--- src/logic/rtcu_map.vh ---
`ifndef RTCU_MAP_VH
`define RTCU_MAP_VH
// Opcode bits [13:8] with the destination bit at [7]
`define RTCU_OP_HI 13
`define RTCU_OP_LO 8
`define RTCU_DEST_BIT 7
`define RTCU_ADDR_HI 6
`define RTCU_ADDR_LO 0
`define RTCU_OPC_LEFT 6'h0d
`define RTCU_OPC_RIGHT 6'h0c
// Quarter phase codes
`define RTCU_Q1 2'h0
`define RTCU_Q2 2'h1
`define RTCU_Q3 2'h2
`define RTCU_Q4 2'h3
// Reset values
`define RTCU_RST_BYTE 8'h00
`define RTCU_RST_ADDR 7'h00
`endif

--- src/logic/rtcu_top.v ---
// Overview of operation
// - Left rotate: carry into bit0, bit7 out
// - Right rotate: carry into bit7, bit0 out
// - Destination clear: result goes to accumulator
// - Destination set: result back to file register
// - Only carry flag changes, others kept
`timescale 1ns/1ps
`include "rtcu_map.vh"
module rtcu_top (
    // Clock and reset
    input wire ref_clk,
    input wire rstn,
    // Instruction from decoder, valid in the first quarter
    input wire [13:0] instr,
    input wire instr_valid,
    // Register file read
    input wire [7:0] file_rdata,
    // Status flag in
    input wire carry_flag,
    // Quarter phase
    output reg [1:0] quarter,
    // Register file access
    output reg [6:0] file_addr,
    output reg file_re,
    output reg file_we,
    output reg [7:0] file_wdata,
    // Accumulator write
    output reg acc_we,
    output reg [7:0] acc_wdata,
    // Carry flag write; zero and digit carry never written
    output reg carry_we,
    output reg carry_wdata,
    // Instruction finished
    output reg done
);
    reg active;
    reg is_left;
    reg to_file;
    reg [7:0] operand;
    reg [7:0] result;
    reg carry_new;
    wire [7:0] rot_result;
    wire rot_carry;
    wire [5:0] opc;
    wire hit;

    assign opc = instr[`RTCU_OP_HI:`RTCU_OP_LO];
    assign hit = instr_valid &&
                 (opc == `RTCU_OPC_LEFT || opc == `RTCU_OPC_RIGHT);

    rtcu_rotate u_rot (
        .operand(operand),
        .carry_in(carry_flag),
        .go_left(is_left),
        .result(rot_result),
        .carry_out(rot_carry)
    );

    // Quarter counter free runs so every instruction takes four clocks
    always @(posedge ref_clk or negedge rstn) begin
        if (!rstn) begin
            quarter <= `RTCU_Q1;
            active <= 1'b0;
            is_left <= 1'b0;
            to_file <= 1'b0;
            operand <= `RTCU_RST_BYTE;
            result <= `RTCU_RST_BYTE;
            carry_new <= 1'b0;
            file_addr <= `RTCU_RST_ADDR;
            file_re <= 1'b0;
            file_we <= 1'b0;
            file_wdata <= `RTCU_RST_BYTE;
            acc_we <= 1'b0;
            acc_wdata <= `RTCU_RST_BYTE;
            carry_we <= 1'b0;
            carry_wdata <= 1'b0;
            done <= 1'b0;
        end else begin
            quarter <= quarter + 2'h1;
            file_re <= 1'b0;
            file_we <= 1'b0;
            acc_we <= 1'b0;
            carry_we <= 1'b0;
            done <= 1'b0;
            case (quarter)
                `RTCU_Q1: begin
                    // Decode
                    active <= hit;
                    is_left <= (opc == `RTCU_OPC_LEFT);
                    to_file <= instr[`RTCU_DEST_BIT];
                    file_addr <= instr[`RTCU_ADDR_HI:`RTCU_ADDR_LO];
                    file_re <= hit;
                end
                `RTCU_Q2: begin
                    // Read operand
                    if (active) begin
                        operand <= file_rdata;
                    end
                end
                `RTCU_Q3: begin
                    // Compute; carry sampled here, before our own write
                    if (active) begin
                        result <= rot_result;
                        carry_new <= rot_carry;
                    end
                end
                default: begin
                    // Write destination and carry only
                    if (active) begin
                        file_we <= to_file;
                        file_wdata <= result;
                        acc_we <= !to_file;
                        acc_wdata <= result;
                        carry_we <= 1'b1;
                        carry_wdata <= carry_new;
                        done <= 1'b1;
                    end
                    active <= 1'b0;
                end
            endcase
        end
    end
endmodule

--- src/logic/rtcu_rotate.v ---
`timescale 1ns/1ps
`include "rtcu_map.vh"
module rtcu_rotate (
    // Operand and carry in
    input wire [7:0] operand,
    input wire carry_in,
    input wire go_left,
    // Result
    output wire [7:0] result,
    output wire carry_out
);
    // Carry enters at the low end for left, high end for right
    assign result = go_left ? {operand[6:0], carry_in} :
                    {carry_in, operand[7:1]};
    assign carry_out = go_left ? operand[7] : operand[0];
endmodule

--- config.mk ---
export PLATFORM = sky130hd
export DESIGN_NAME = rtcu_top
export DESIGN_NICKNAME = d
export VERILOG_FILES = /design/src/logic/rtcu_top.v /design/src/logic/rtcu_rotate.v
export VERILOG_INCLUDE_DIRS = /design/src /design/src/logic
export SDC_FILE = /design/constraint.sdc
export NUM_CORES = 1
export LEC_CHECK = 0
export BUFFER_PORTS_ARGS = -buffer_cell sky130_fd_sc_hd__clkbuf_2
export CAP_MARGIN = 5
export CORE_MARGIN = 1.5
export CORE_UTILIZATION = 42
export DETAILED_ROUTE_END_ITERATION = 16
export PLACE_DENSITY = 0.74
export SLEW_MARGIN = 20
export SYNTH_ARGS = -nofsm -noshare
export SYNTH_HDL_FRONTEND = slang
export SYNTH_SLANG_ARGS = --single-unit
--- constraint.sdc ---
create_clock -name ref_clk -period 1.9 [get_ports ref_clk]
set_clock_uncertainty 0.2 [all_clocks]
set_input_delay 0.38 -clock ref_clk [delete_from_list [all_inputs] [get_ports ref_clk]]
set_output_delay 0.38 -clock ref_clk [all_outputs]
set_load 0.01 [all_outputs]
* Yosys cells after proc, flatten, opt, wreduce, memory -nomap -nowiden
Cells that the tools add are included.
** Operators by class
- Add/sub/neg operators :: 1
- Equality and inequality tests :: 4
- Multiplexer cells :: 10
- Bitwise logic cells :: 1
- Reductions and logical operators :: 9
** Operators with widths (number)
- $eq A6 B4 Y1 const B :: 2
- $mux W1 :: 8
- $mux W8 :: 1
- $reduce_and A2 Y1 :: 3
- $reduce_or A3 Y1 :: 1
- $add A2 B1 Y2 const B :: 1
- $eq A2 B1 Y1 const B :: 1
- $eq A2 B2 Y1 const B :: 1
- $logic_not A2 Y1 :: 1
- $pmux W1 S2 :: 1
- $reduce_or A2 Y1 :: 1
- $logic_and A1 B1 Y1 :: 1
- $logic_not A1 Y1 :: 1
- $logic_or A1 B1 Y1 :: 1
- $not A1 Y1 :: 1
** Storage, ports and cells
- Flip-flop bits (word level) :: 42
- Output and inout port bits :: 31
- Word-level logic and storage cells :: 39

* Longest topological paths before layout
Gate-level depths: netlist of the first run.
- Word-level depth :: 4
- Mapped depth :: 6
- Mapped depth without buffers :: 4

* By module
From an unflattened synthesis of the first run, not the netlist that was laid out.
** Second synthesis, totals
- Cell total of the unflattened synthesis :: 117
- Area total of the unflattened synthesis :: 1840.5 sq um
** Modules (own cells, without submodules)
- rtcu_top :: times used 1, cells each 107, area an instance 1694.1 sq um, seq. area each 1051.0 sq um
- rtcu_rotate :: times used 1, cells each 10, area an instance 146.4 sq um, seq. area each 0.0 sq um

* Worst setup path before layout of the first run
No wires, ideal clock.
- Kind :: reg-to-reg
- Start point :: register quarter[0]
- End point :: register file_addr[0]
- Library setup time :: 0.125 ns
- Arrival :: 1.182 ns
- Data required time :: 1.575 ns
- Path slack :: 0.393 ns
- Cell stages (with the launch flop) :: 5
- Buffers on the path :: 1
- Period minus slack after synthesis :: 1.507 ns
- Path through :: dfrtp_1 inv_1 ha_1 buf_2 mux2_2
** On the way
- Longest elaborated chain between the ends :: 1
** Ends and longest elaborated chain
- start, declared :: line rtcu_top.v:21 : output reg [1:0] quarter,
- start signal, assigned :: line rtcu_top.v:62 : quarter <= `RTCU_Q1;
- start signal, assigned :: line rtcu_top.v:79 : quarter <= quarter + 2'h1;
- $logic_not A2 Y1 :: line rtcu_top.v:85 : case (quarter)
- end signal, assigned :: line rtcu_top.v:69 : file_addr <= `RTCU_RST_ADDR;
- end signal, assigned :: line rtcu_top.v:91 : file_addr <= instr[`RTCU_ADDR_HI:`RTCU_ADDR_LO];
- end, declared :: line rtcu_top.v:23 : output reg [6:0] file_addr,
Every way passes these cells.
A chain may end at the register's enable or synchronous reset.

* Final worst setup path of the first run
- Start point :: register quarter[0]
- End point :: register is_left
** On the way
- Longest elaborated chain between the ends :: 1
** Ends and longest elaborated chain
- $logic_not A2 Y1 :: line rtcu_top.v:85
- end signal, assigned :: line rtcu_top.v:89 : is_left <= (opc == `RTCU_OPC_LEFT);
- end, declared :: line rtcu_top.v:37 : reg is_left;
Every way passes these cells.

==> results of run 1 <==
[per-layer routing]
metal / vias up / wire length (µm)
met3: 5 / 273
met4: 0 / 39
met1: 527 / 1316
li1: 544 / -
met2: 53 / 1479
met5: - / 0
[per-stage QoR]
stage,util (%),instance area (µm²),hold WS [ns]
finish,53.68,2178,0.1173
global route,53.68,2178,0.1108
CTS,53.68,2178,0.1122
detailed placement,50.76,2059,0.2528
global placement,50.76,2059,0.2503
floorplan,-,1790,-0.1156
[cells in the final DEF, fill, tap and decap left out, types with 2 or more instances in the layout]
cell	n
mux2_4	8
ha_1	4
dfrtp_1	42
clkbuf_8	5
nand2_1	2
clkbuf_2	56
mux2i_1	9
a21oi_1	18
buf_4	4
inv_1	4
mux2_2	17
clkinv_2	2
nand2b_1	3
[registers in the layout, summed over array words and instances, names as in the netlist, 2 cells and up]
name	flops
acc_wdata	8
file_addr	7
operand	8
quarter	2
result	8
[Yosys cell counts (all sizes together)]
master | n | area share (%)
nand3b | 1 | 0.42
ha | 4 | 2.8
nor2 | 1 | 0.21
inv | 4 | 0.84
nand2b | 3 | 1.0
mux2i | 9 | 5.0
mux2 | 25 | 17
nor3 | 1 | 0.28
o32ai | 1 | 0.49
nand2 | 3 | 0.77
a21oi | 18 | 5.0
buf | 15 | 5.8
and3 | 1 | 0.35
o41ai | 1 | 0.49
dfrtp | 42 | 59
and2 | 1 | 0.35
[power groups by stage]
stage	sequential [µW]	combinational [µW]	clock, µW
after floorplan	995	77.3	0
after global placement	994	144	0
after detailed placement	998	150	0
after CTS	981	153	695
after global routing	988	168	744
final	980	149	675
[worst max-delay path: stages (launching register included)]
cell and delay (ns):
dfrtp_1 0.41, inv_1 0.11, ha_1 0.43, nand2b_1 0.17
o32ai_1 0.27
[kinds of logic after synthesis]
group | Yosys count | share of synthesized area, %
fa+ha+maj | 4 | 2.795
flops | 42 | 58.70
compound gates | 20 | 6.010
buf+inv | 19 | 6.638
mux | 34 | 22.43
simple gates | 11 | 3.425
[worst paths after layout]
| path | startpoint | end | slack, ns | depth (start not counted) |
|---|---|---|---|---|
| worst max-delay path | quarter[0]$_DFF_PN0_ | is_left$_DFFE_PN0P_ | 0.21 | 4 |
| worst max register to register | quarter[0]$_DFF_PN0_ | is_left$_DFFE_PN0P_ | 0.21 | 4 |
| min in group asynchronous | rstn | file_addr[4]$_DFFE_PN0P_ | 0.48 | 3 |
| worst min-delay path | instr[0] | file_addr[0]$_DFFE_PN0P_ | 0.12 | 2 |
| max in group asynchronous | rstn | operand[1]$_DFFE_PN0P_ | 0.67 | 3 |
| worst min register to register | to_file$_DFFE_PN0P_ | acc_we$_DFF_PN0_ | 0.26 | 1 |
[cell type report]
type                    count  area share [%]
flip-flops and latches     42           48.25
multi-input cells          69           28.49
repair buffers             61           14.70
clock buffers               5           3.159
well taps                  50           2.872
clock inverters             3           1.838
inverters                   4          0.6893
==> impl_metrics.py, run 1 <==
metrics = {
    "outcome": {
        "status": "complete, no violations",
    },
    "critical_path": {
        "start_kind": "register",
        "arrival_ns": 1.69,
        "required_ns": 1.90,
        "path_max_fanout": 10,
        "critPathKind": "reg -> reg",
        "endpoint_kind": "register",
    },
    "clock_network": {
        "cts_sinks": 42,
        "clock_latency_ns": 0.29,
        "cts_max_path_buffers": 2,
        "path_clk_slew_ns": 0.07,
        "cts_setup_buffers": 0,
        "h-tree-depth": 2,
        "cts_hold_buf": 1,
        "cts_tree": "yes",
        "cts-resized-gates": 0,
        "cts_buffers": 5,
        "clock-root-buffer": "clkbuf_8",
    },
    "sta": {
        "fin_tns_setup_ns": 0,
        "layout_min_cycle_time_ns": 1.694,
        "post-route-period-util_pct": 89.14,
        "rsz0062_at_grt": "no",
        "drv_slew": 0,
        "setup_violations": 0,
        "slew_headroom_pct": 66.55,
        "clock.fmax_mhz": 590.4,
        "tightest_slew_ns": 0.5018,
        "layout_setup_ws_ns": 0.2063,
        "hold_viol": 0,
    },
    "pwr": {
        "pwr-share-comb_pct": 8.3,
        "p_leak_uw": 0.001119,
        "p_int_uw": 1412,
        "pwr-share-seq_pct": 54.3,
        "p_per_area_nw_per_um2": 828.2,
        "p_clk_share_pct": 37.4,
        "vdd_drop_max_mv": 0.5261,
        "finalPower_uw": 1804,
        "switchingPower_uw": 391.8,
        "power.share.switching_pct": 21.72,
    },
    "yosys": {
        "synth_nets": 160,
        "synth_area_per_cell_um2": 13.77,
        "syn_area_um2": 1790,
        "yosysUniqueCellTypes": 20,
        "ys_seq_elements": 42,
        "syn_inst": 130,
        "seq_area_frac_synth_pct": 58.70,
        "yosysWarnings": 0,
    },
    "grt": {
        "grt_usage_pct": 15.10,
        "grt_pass1_vias": 1100,
        "overflow": 0,
        "grt_start_max_net_pins": 43,
        "grt_pass1_wl_um": 5064,
        "gr-usage-met1_pct": 17.97,
        "antenna_found_initial": 0,
        "grtUsageMet2_pct": 25.00,
        "grt.met3_usage_pct": 6.250,
        "busiest_layer": "met2",
    },
    "finish": {
        "drive_gt1_share_pct": 51.09,
        "n_fill_cell": 368,
        "antenna_cells": 0,
        "fin_nets": 213,
        "multi_input_area_um2": 620.6,
        "layout.cells.non_filler": 234,
        "register_area_um2": 1051,
        "syn_to_final_growth_pct": 21.66,
    },
    "place": {
        "dp.final_hpwl_um": 2398,
        "portBuffers": 56,
        "routabilityCongestion": 0.7305,
        "dp_slack_ns": 0.1924,
        "dp_cells": 225,
    },
    "floorplanning": {
        "coreArea_um2": 4058,
        "die_y_um": 68.29,
        "initial_utilization_pct": 44.13,
        "num_rows": 23,
        "pin_count": 57,
        "die_w_um": 68.29,
        "die_area_um2": 4664,
    },
    "flow_run": {
        "cap_violations": 0,
    },
    "route": {
        "vias_per_cell": 4.825,
        "ant_nets": 0,
        "wl_per_cell_um": 13.28,
        "route.vias.total": 1129,
        "drc": 0,
        "drtIter0Drc": 35,
        "routed_wl_um": 3108,
        "first_pass_iters": 4,
    },
    "hold_path": {
        "hp-class": "in -> reg",
    },
}
Note: power is estimated with default switching activity, not from simulation.
==> inputs of run 2 (changes only) <==
--- a/config.mk
+++ b/config.mk
@@ -8,3 +8,3 @@
 export LEC_CHECK = 0
-export BUFFER_PORTS_ARGS = -buffer_cell sky130_fd_sc_hd__clkbuf_2
+export BUFFER_PORTS_ARGS = -buffer_cell sky130_fd_sc_hd__buf_4
 export CAP_MARGIN = 5
--- a/constraint.sdc
+++ b/constraint.sdc
@@ -4,2 +4,2 @@
 set_output_delay 0.38 -clock ref_clk [all_outputs]
-set_load 0.01 [all_outputs]
+set_load 0.1 [all_outputs]
==> run 2 against run 1 <==
Net effect:
- via count grew 0.18%
- worst hold slack lost 0.0041 ns
- setup slack gained 0.098 ns
- sequential power grew 0.4%
- critical path depth is the same
- highest routed layer unchanged
- combinational power grew 120%
==> impl_metrics.py, run 2 (synthesis gave the netlist of run 1 again) <==
metrics = {
    "clock_network": {
        "path_clk_slew_ns": 0.08,
        "cts_sinks": 42,
        "clock-root-buffer": "clkbuf_8",
        "h-tree-depth": 2,
        "cts_max_path_buffers": 2,
        "cts_setup_buffers": 0,
        "cts_buffers": 5,
        "cts_tree": "yes",
        "clock_latency_ns": 0.29,
    },
    "finish": {
        "top_regs": "acc_wdata (8), operand (8), result (8)",
        "drive_gt1_share_pct": 56.83,
        "mostFrequentLayoutCells": "buf_4, dfrtp_1, a21oi_1",
        "layout.cells.non_filler": 233,
        "layout_commonest_cell": "buf_4",
        "antenna_cells": 0,
        "syn_to_final_growth_pct": 29.00,
        "fin_nets": 212,
    },
    "place": {
        "portBuffers": 56,
        "dp.final_hpwl_um": 2528,
        "routabilityCongestion": 0.7644,
        "dp_slack_ns": 0.1907,
        "dp_cells": 224,
    },
    "route": {
        "route.vias.total": 1131,
        "drtIter0Drc": 47,
        "wl_per_cell_um": 14.54,
        "routed_wl_um": 3387,
        "drc": 0,
        "ant_nets": 0,
        "first_pass_iters": 4,
        "vias_per_cell": 4.854,
    },
    "floorplanning": {
        "die_y_um": 68.29,
        "die_w_um": 68.29,
        "num_rows": 23,
        "initial_utilization_pct": 44.13,
        "pin_count": 57,
        "die_area_um2": 4664,
        "coreArea_um2": 4058,
    },
    "pwr": {
        "finalPower_uw": 1892,
        "vdd_drop_max_mv": 0.3706,
        "p_per_area_nw_per_um2": 819.3,
        "p_leak_uw": 0.001127,
    },
    "grt": {
        "overflow": 0,
        "grt_pass1_wl_um": 5354,
        "antenna_found_initial": 0,
        "grt_usage_pct": 16.70,
        "grt_pass1_vias": 1136,
        "grt_start_max_net_pins": 43,
    },
    "critical_path": {
        "endpoint_kind": "register",
        "arrival_ns": 1.57,
        "rrSetupSlack_ns": 0.30,
        "worstRegToRegCells": 4,
        "critPathKind": "reg -> reg",
        "required_ns": 1.88,
        "timing.rr.end": "acc_wdata[0]$_DFFE_PN0P_",
        "startpoint": "quarter[0]$_DFF_PN0_",
        "r2r_start": "quarter[0]$_DFF_PN0_",
        "path_max_fanout": 11,
        "start_kind": "register",
    },
    "sta": {
        "hold_slack_ns": 0.1132,
        "drv_slew": 0,
        "rsz0062_at_grt": "no",
        "hold_viol": 0,
        "setup_violations": 0,
        "layout_min_cycle_time_ns": 1.595,
        "tightest_slew_ns": 0.5207,
        "clock.fmax_mhz": 626.8,
        "layout_setup_ws_ns": 0.3046,
        "fin_tns_setup_ns": 0,
        "post-route-period-util_pct": 83.97,
        "slew_headroom_pct": 65.29,
    },
    "flow_run": {
        "cap_violations": 0,
    },
    "outcome": {
        "status": "complete, no violations",
    },
    "hold_path": {
        "holdPathEnd": "operand[6]$_DFFE_PN0P_",
        "hold_start": "file_rdata[6]",
        "holdPathStages": 2,
        "hp-class": "in -> reg",
    },
}
==> run 2: how the worst max path moves through the flow <==
stage,endpoint,slack (ns),depth (start not counted)
after floorplan,carry_new$_DFFE_PN0P_,0.05,6
after global placement,is_left$_DFFE_PN0P_,0.28,4
after detailed placement,active$_DFFE_PN0N_,0.19,4
after CTS,active$_DFFE_PN0N_,0.18,4
after global routing,is_left$_DFFE_PN0P_,0.16,4
final,acc_wdata[0]$_DFFE_PN0P_,0.30,4
==> run 2: what timing repair did <==
action,4_1_cts,5_1_grt
gates resized for setup,0,1
hold endpoints to repair,42,0
hold buffers,1,0
endpoints found under the setup margin,0,1
==> run 2: power by group <==
part	total [µW]	internal (µW)	leakage (µW)	switching (µW)
clock network	577	293	0.0000482	285
registers	984	946	0.000513	37.1
logic	331	107	0.000565	224
total	1890	1350	0.00113	546
==> run 2: critical path: stages (launching register included) <==
cell	delay [ns]
dfrtp_2	0.44
ha_1	0.22
nand2_1	0.06
buf_4	0.21
mux2_2	0.35
==> run 2: metal layers <==
layer / wire length [µm] / GRT usage (%)
met1: 1389 / 19.53
met2: 1762 / 26.94
met3: 173 / 5.757
met4: 61 / 9.000
met5: 0 / 0
==> run 2: cell type report <==
type / count / area (µm²)
sequential: 42 / 1065
multi-input combinational: 69 / 623.1
clock inverter: 1 / 5.005
inverter: 4 / 15.01
timing repair buffer: 60 / 452.9
clock buffer: 7 / 86.33
fill: 335 / 1748
tap: 50 / 62.56
==> run 2: per-stage QoR <==
stage               util [%]  cell area, µm²
floorplan                  -            1804
global placement       54.36            2206
detailed placement     54.36            2206
CTS                    56.86            2307
global route           56.92            2310
finish                 56.92            2310
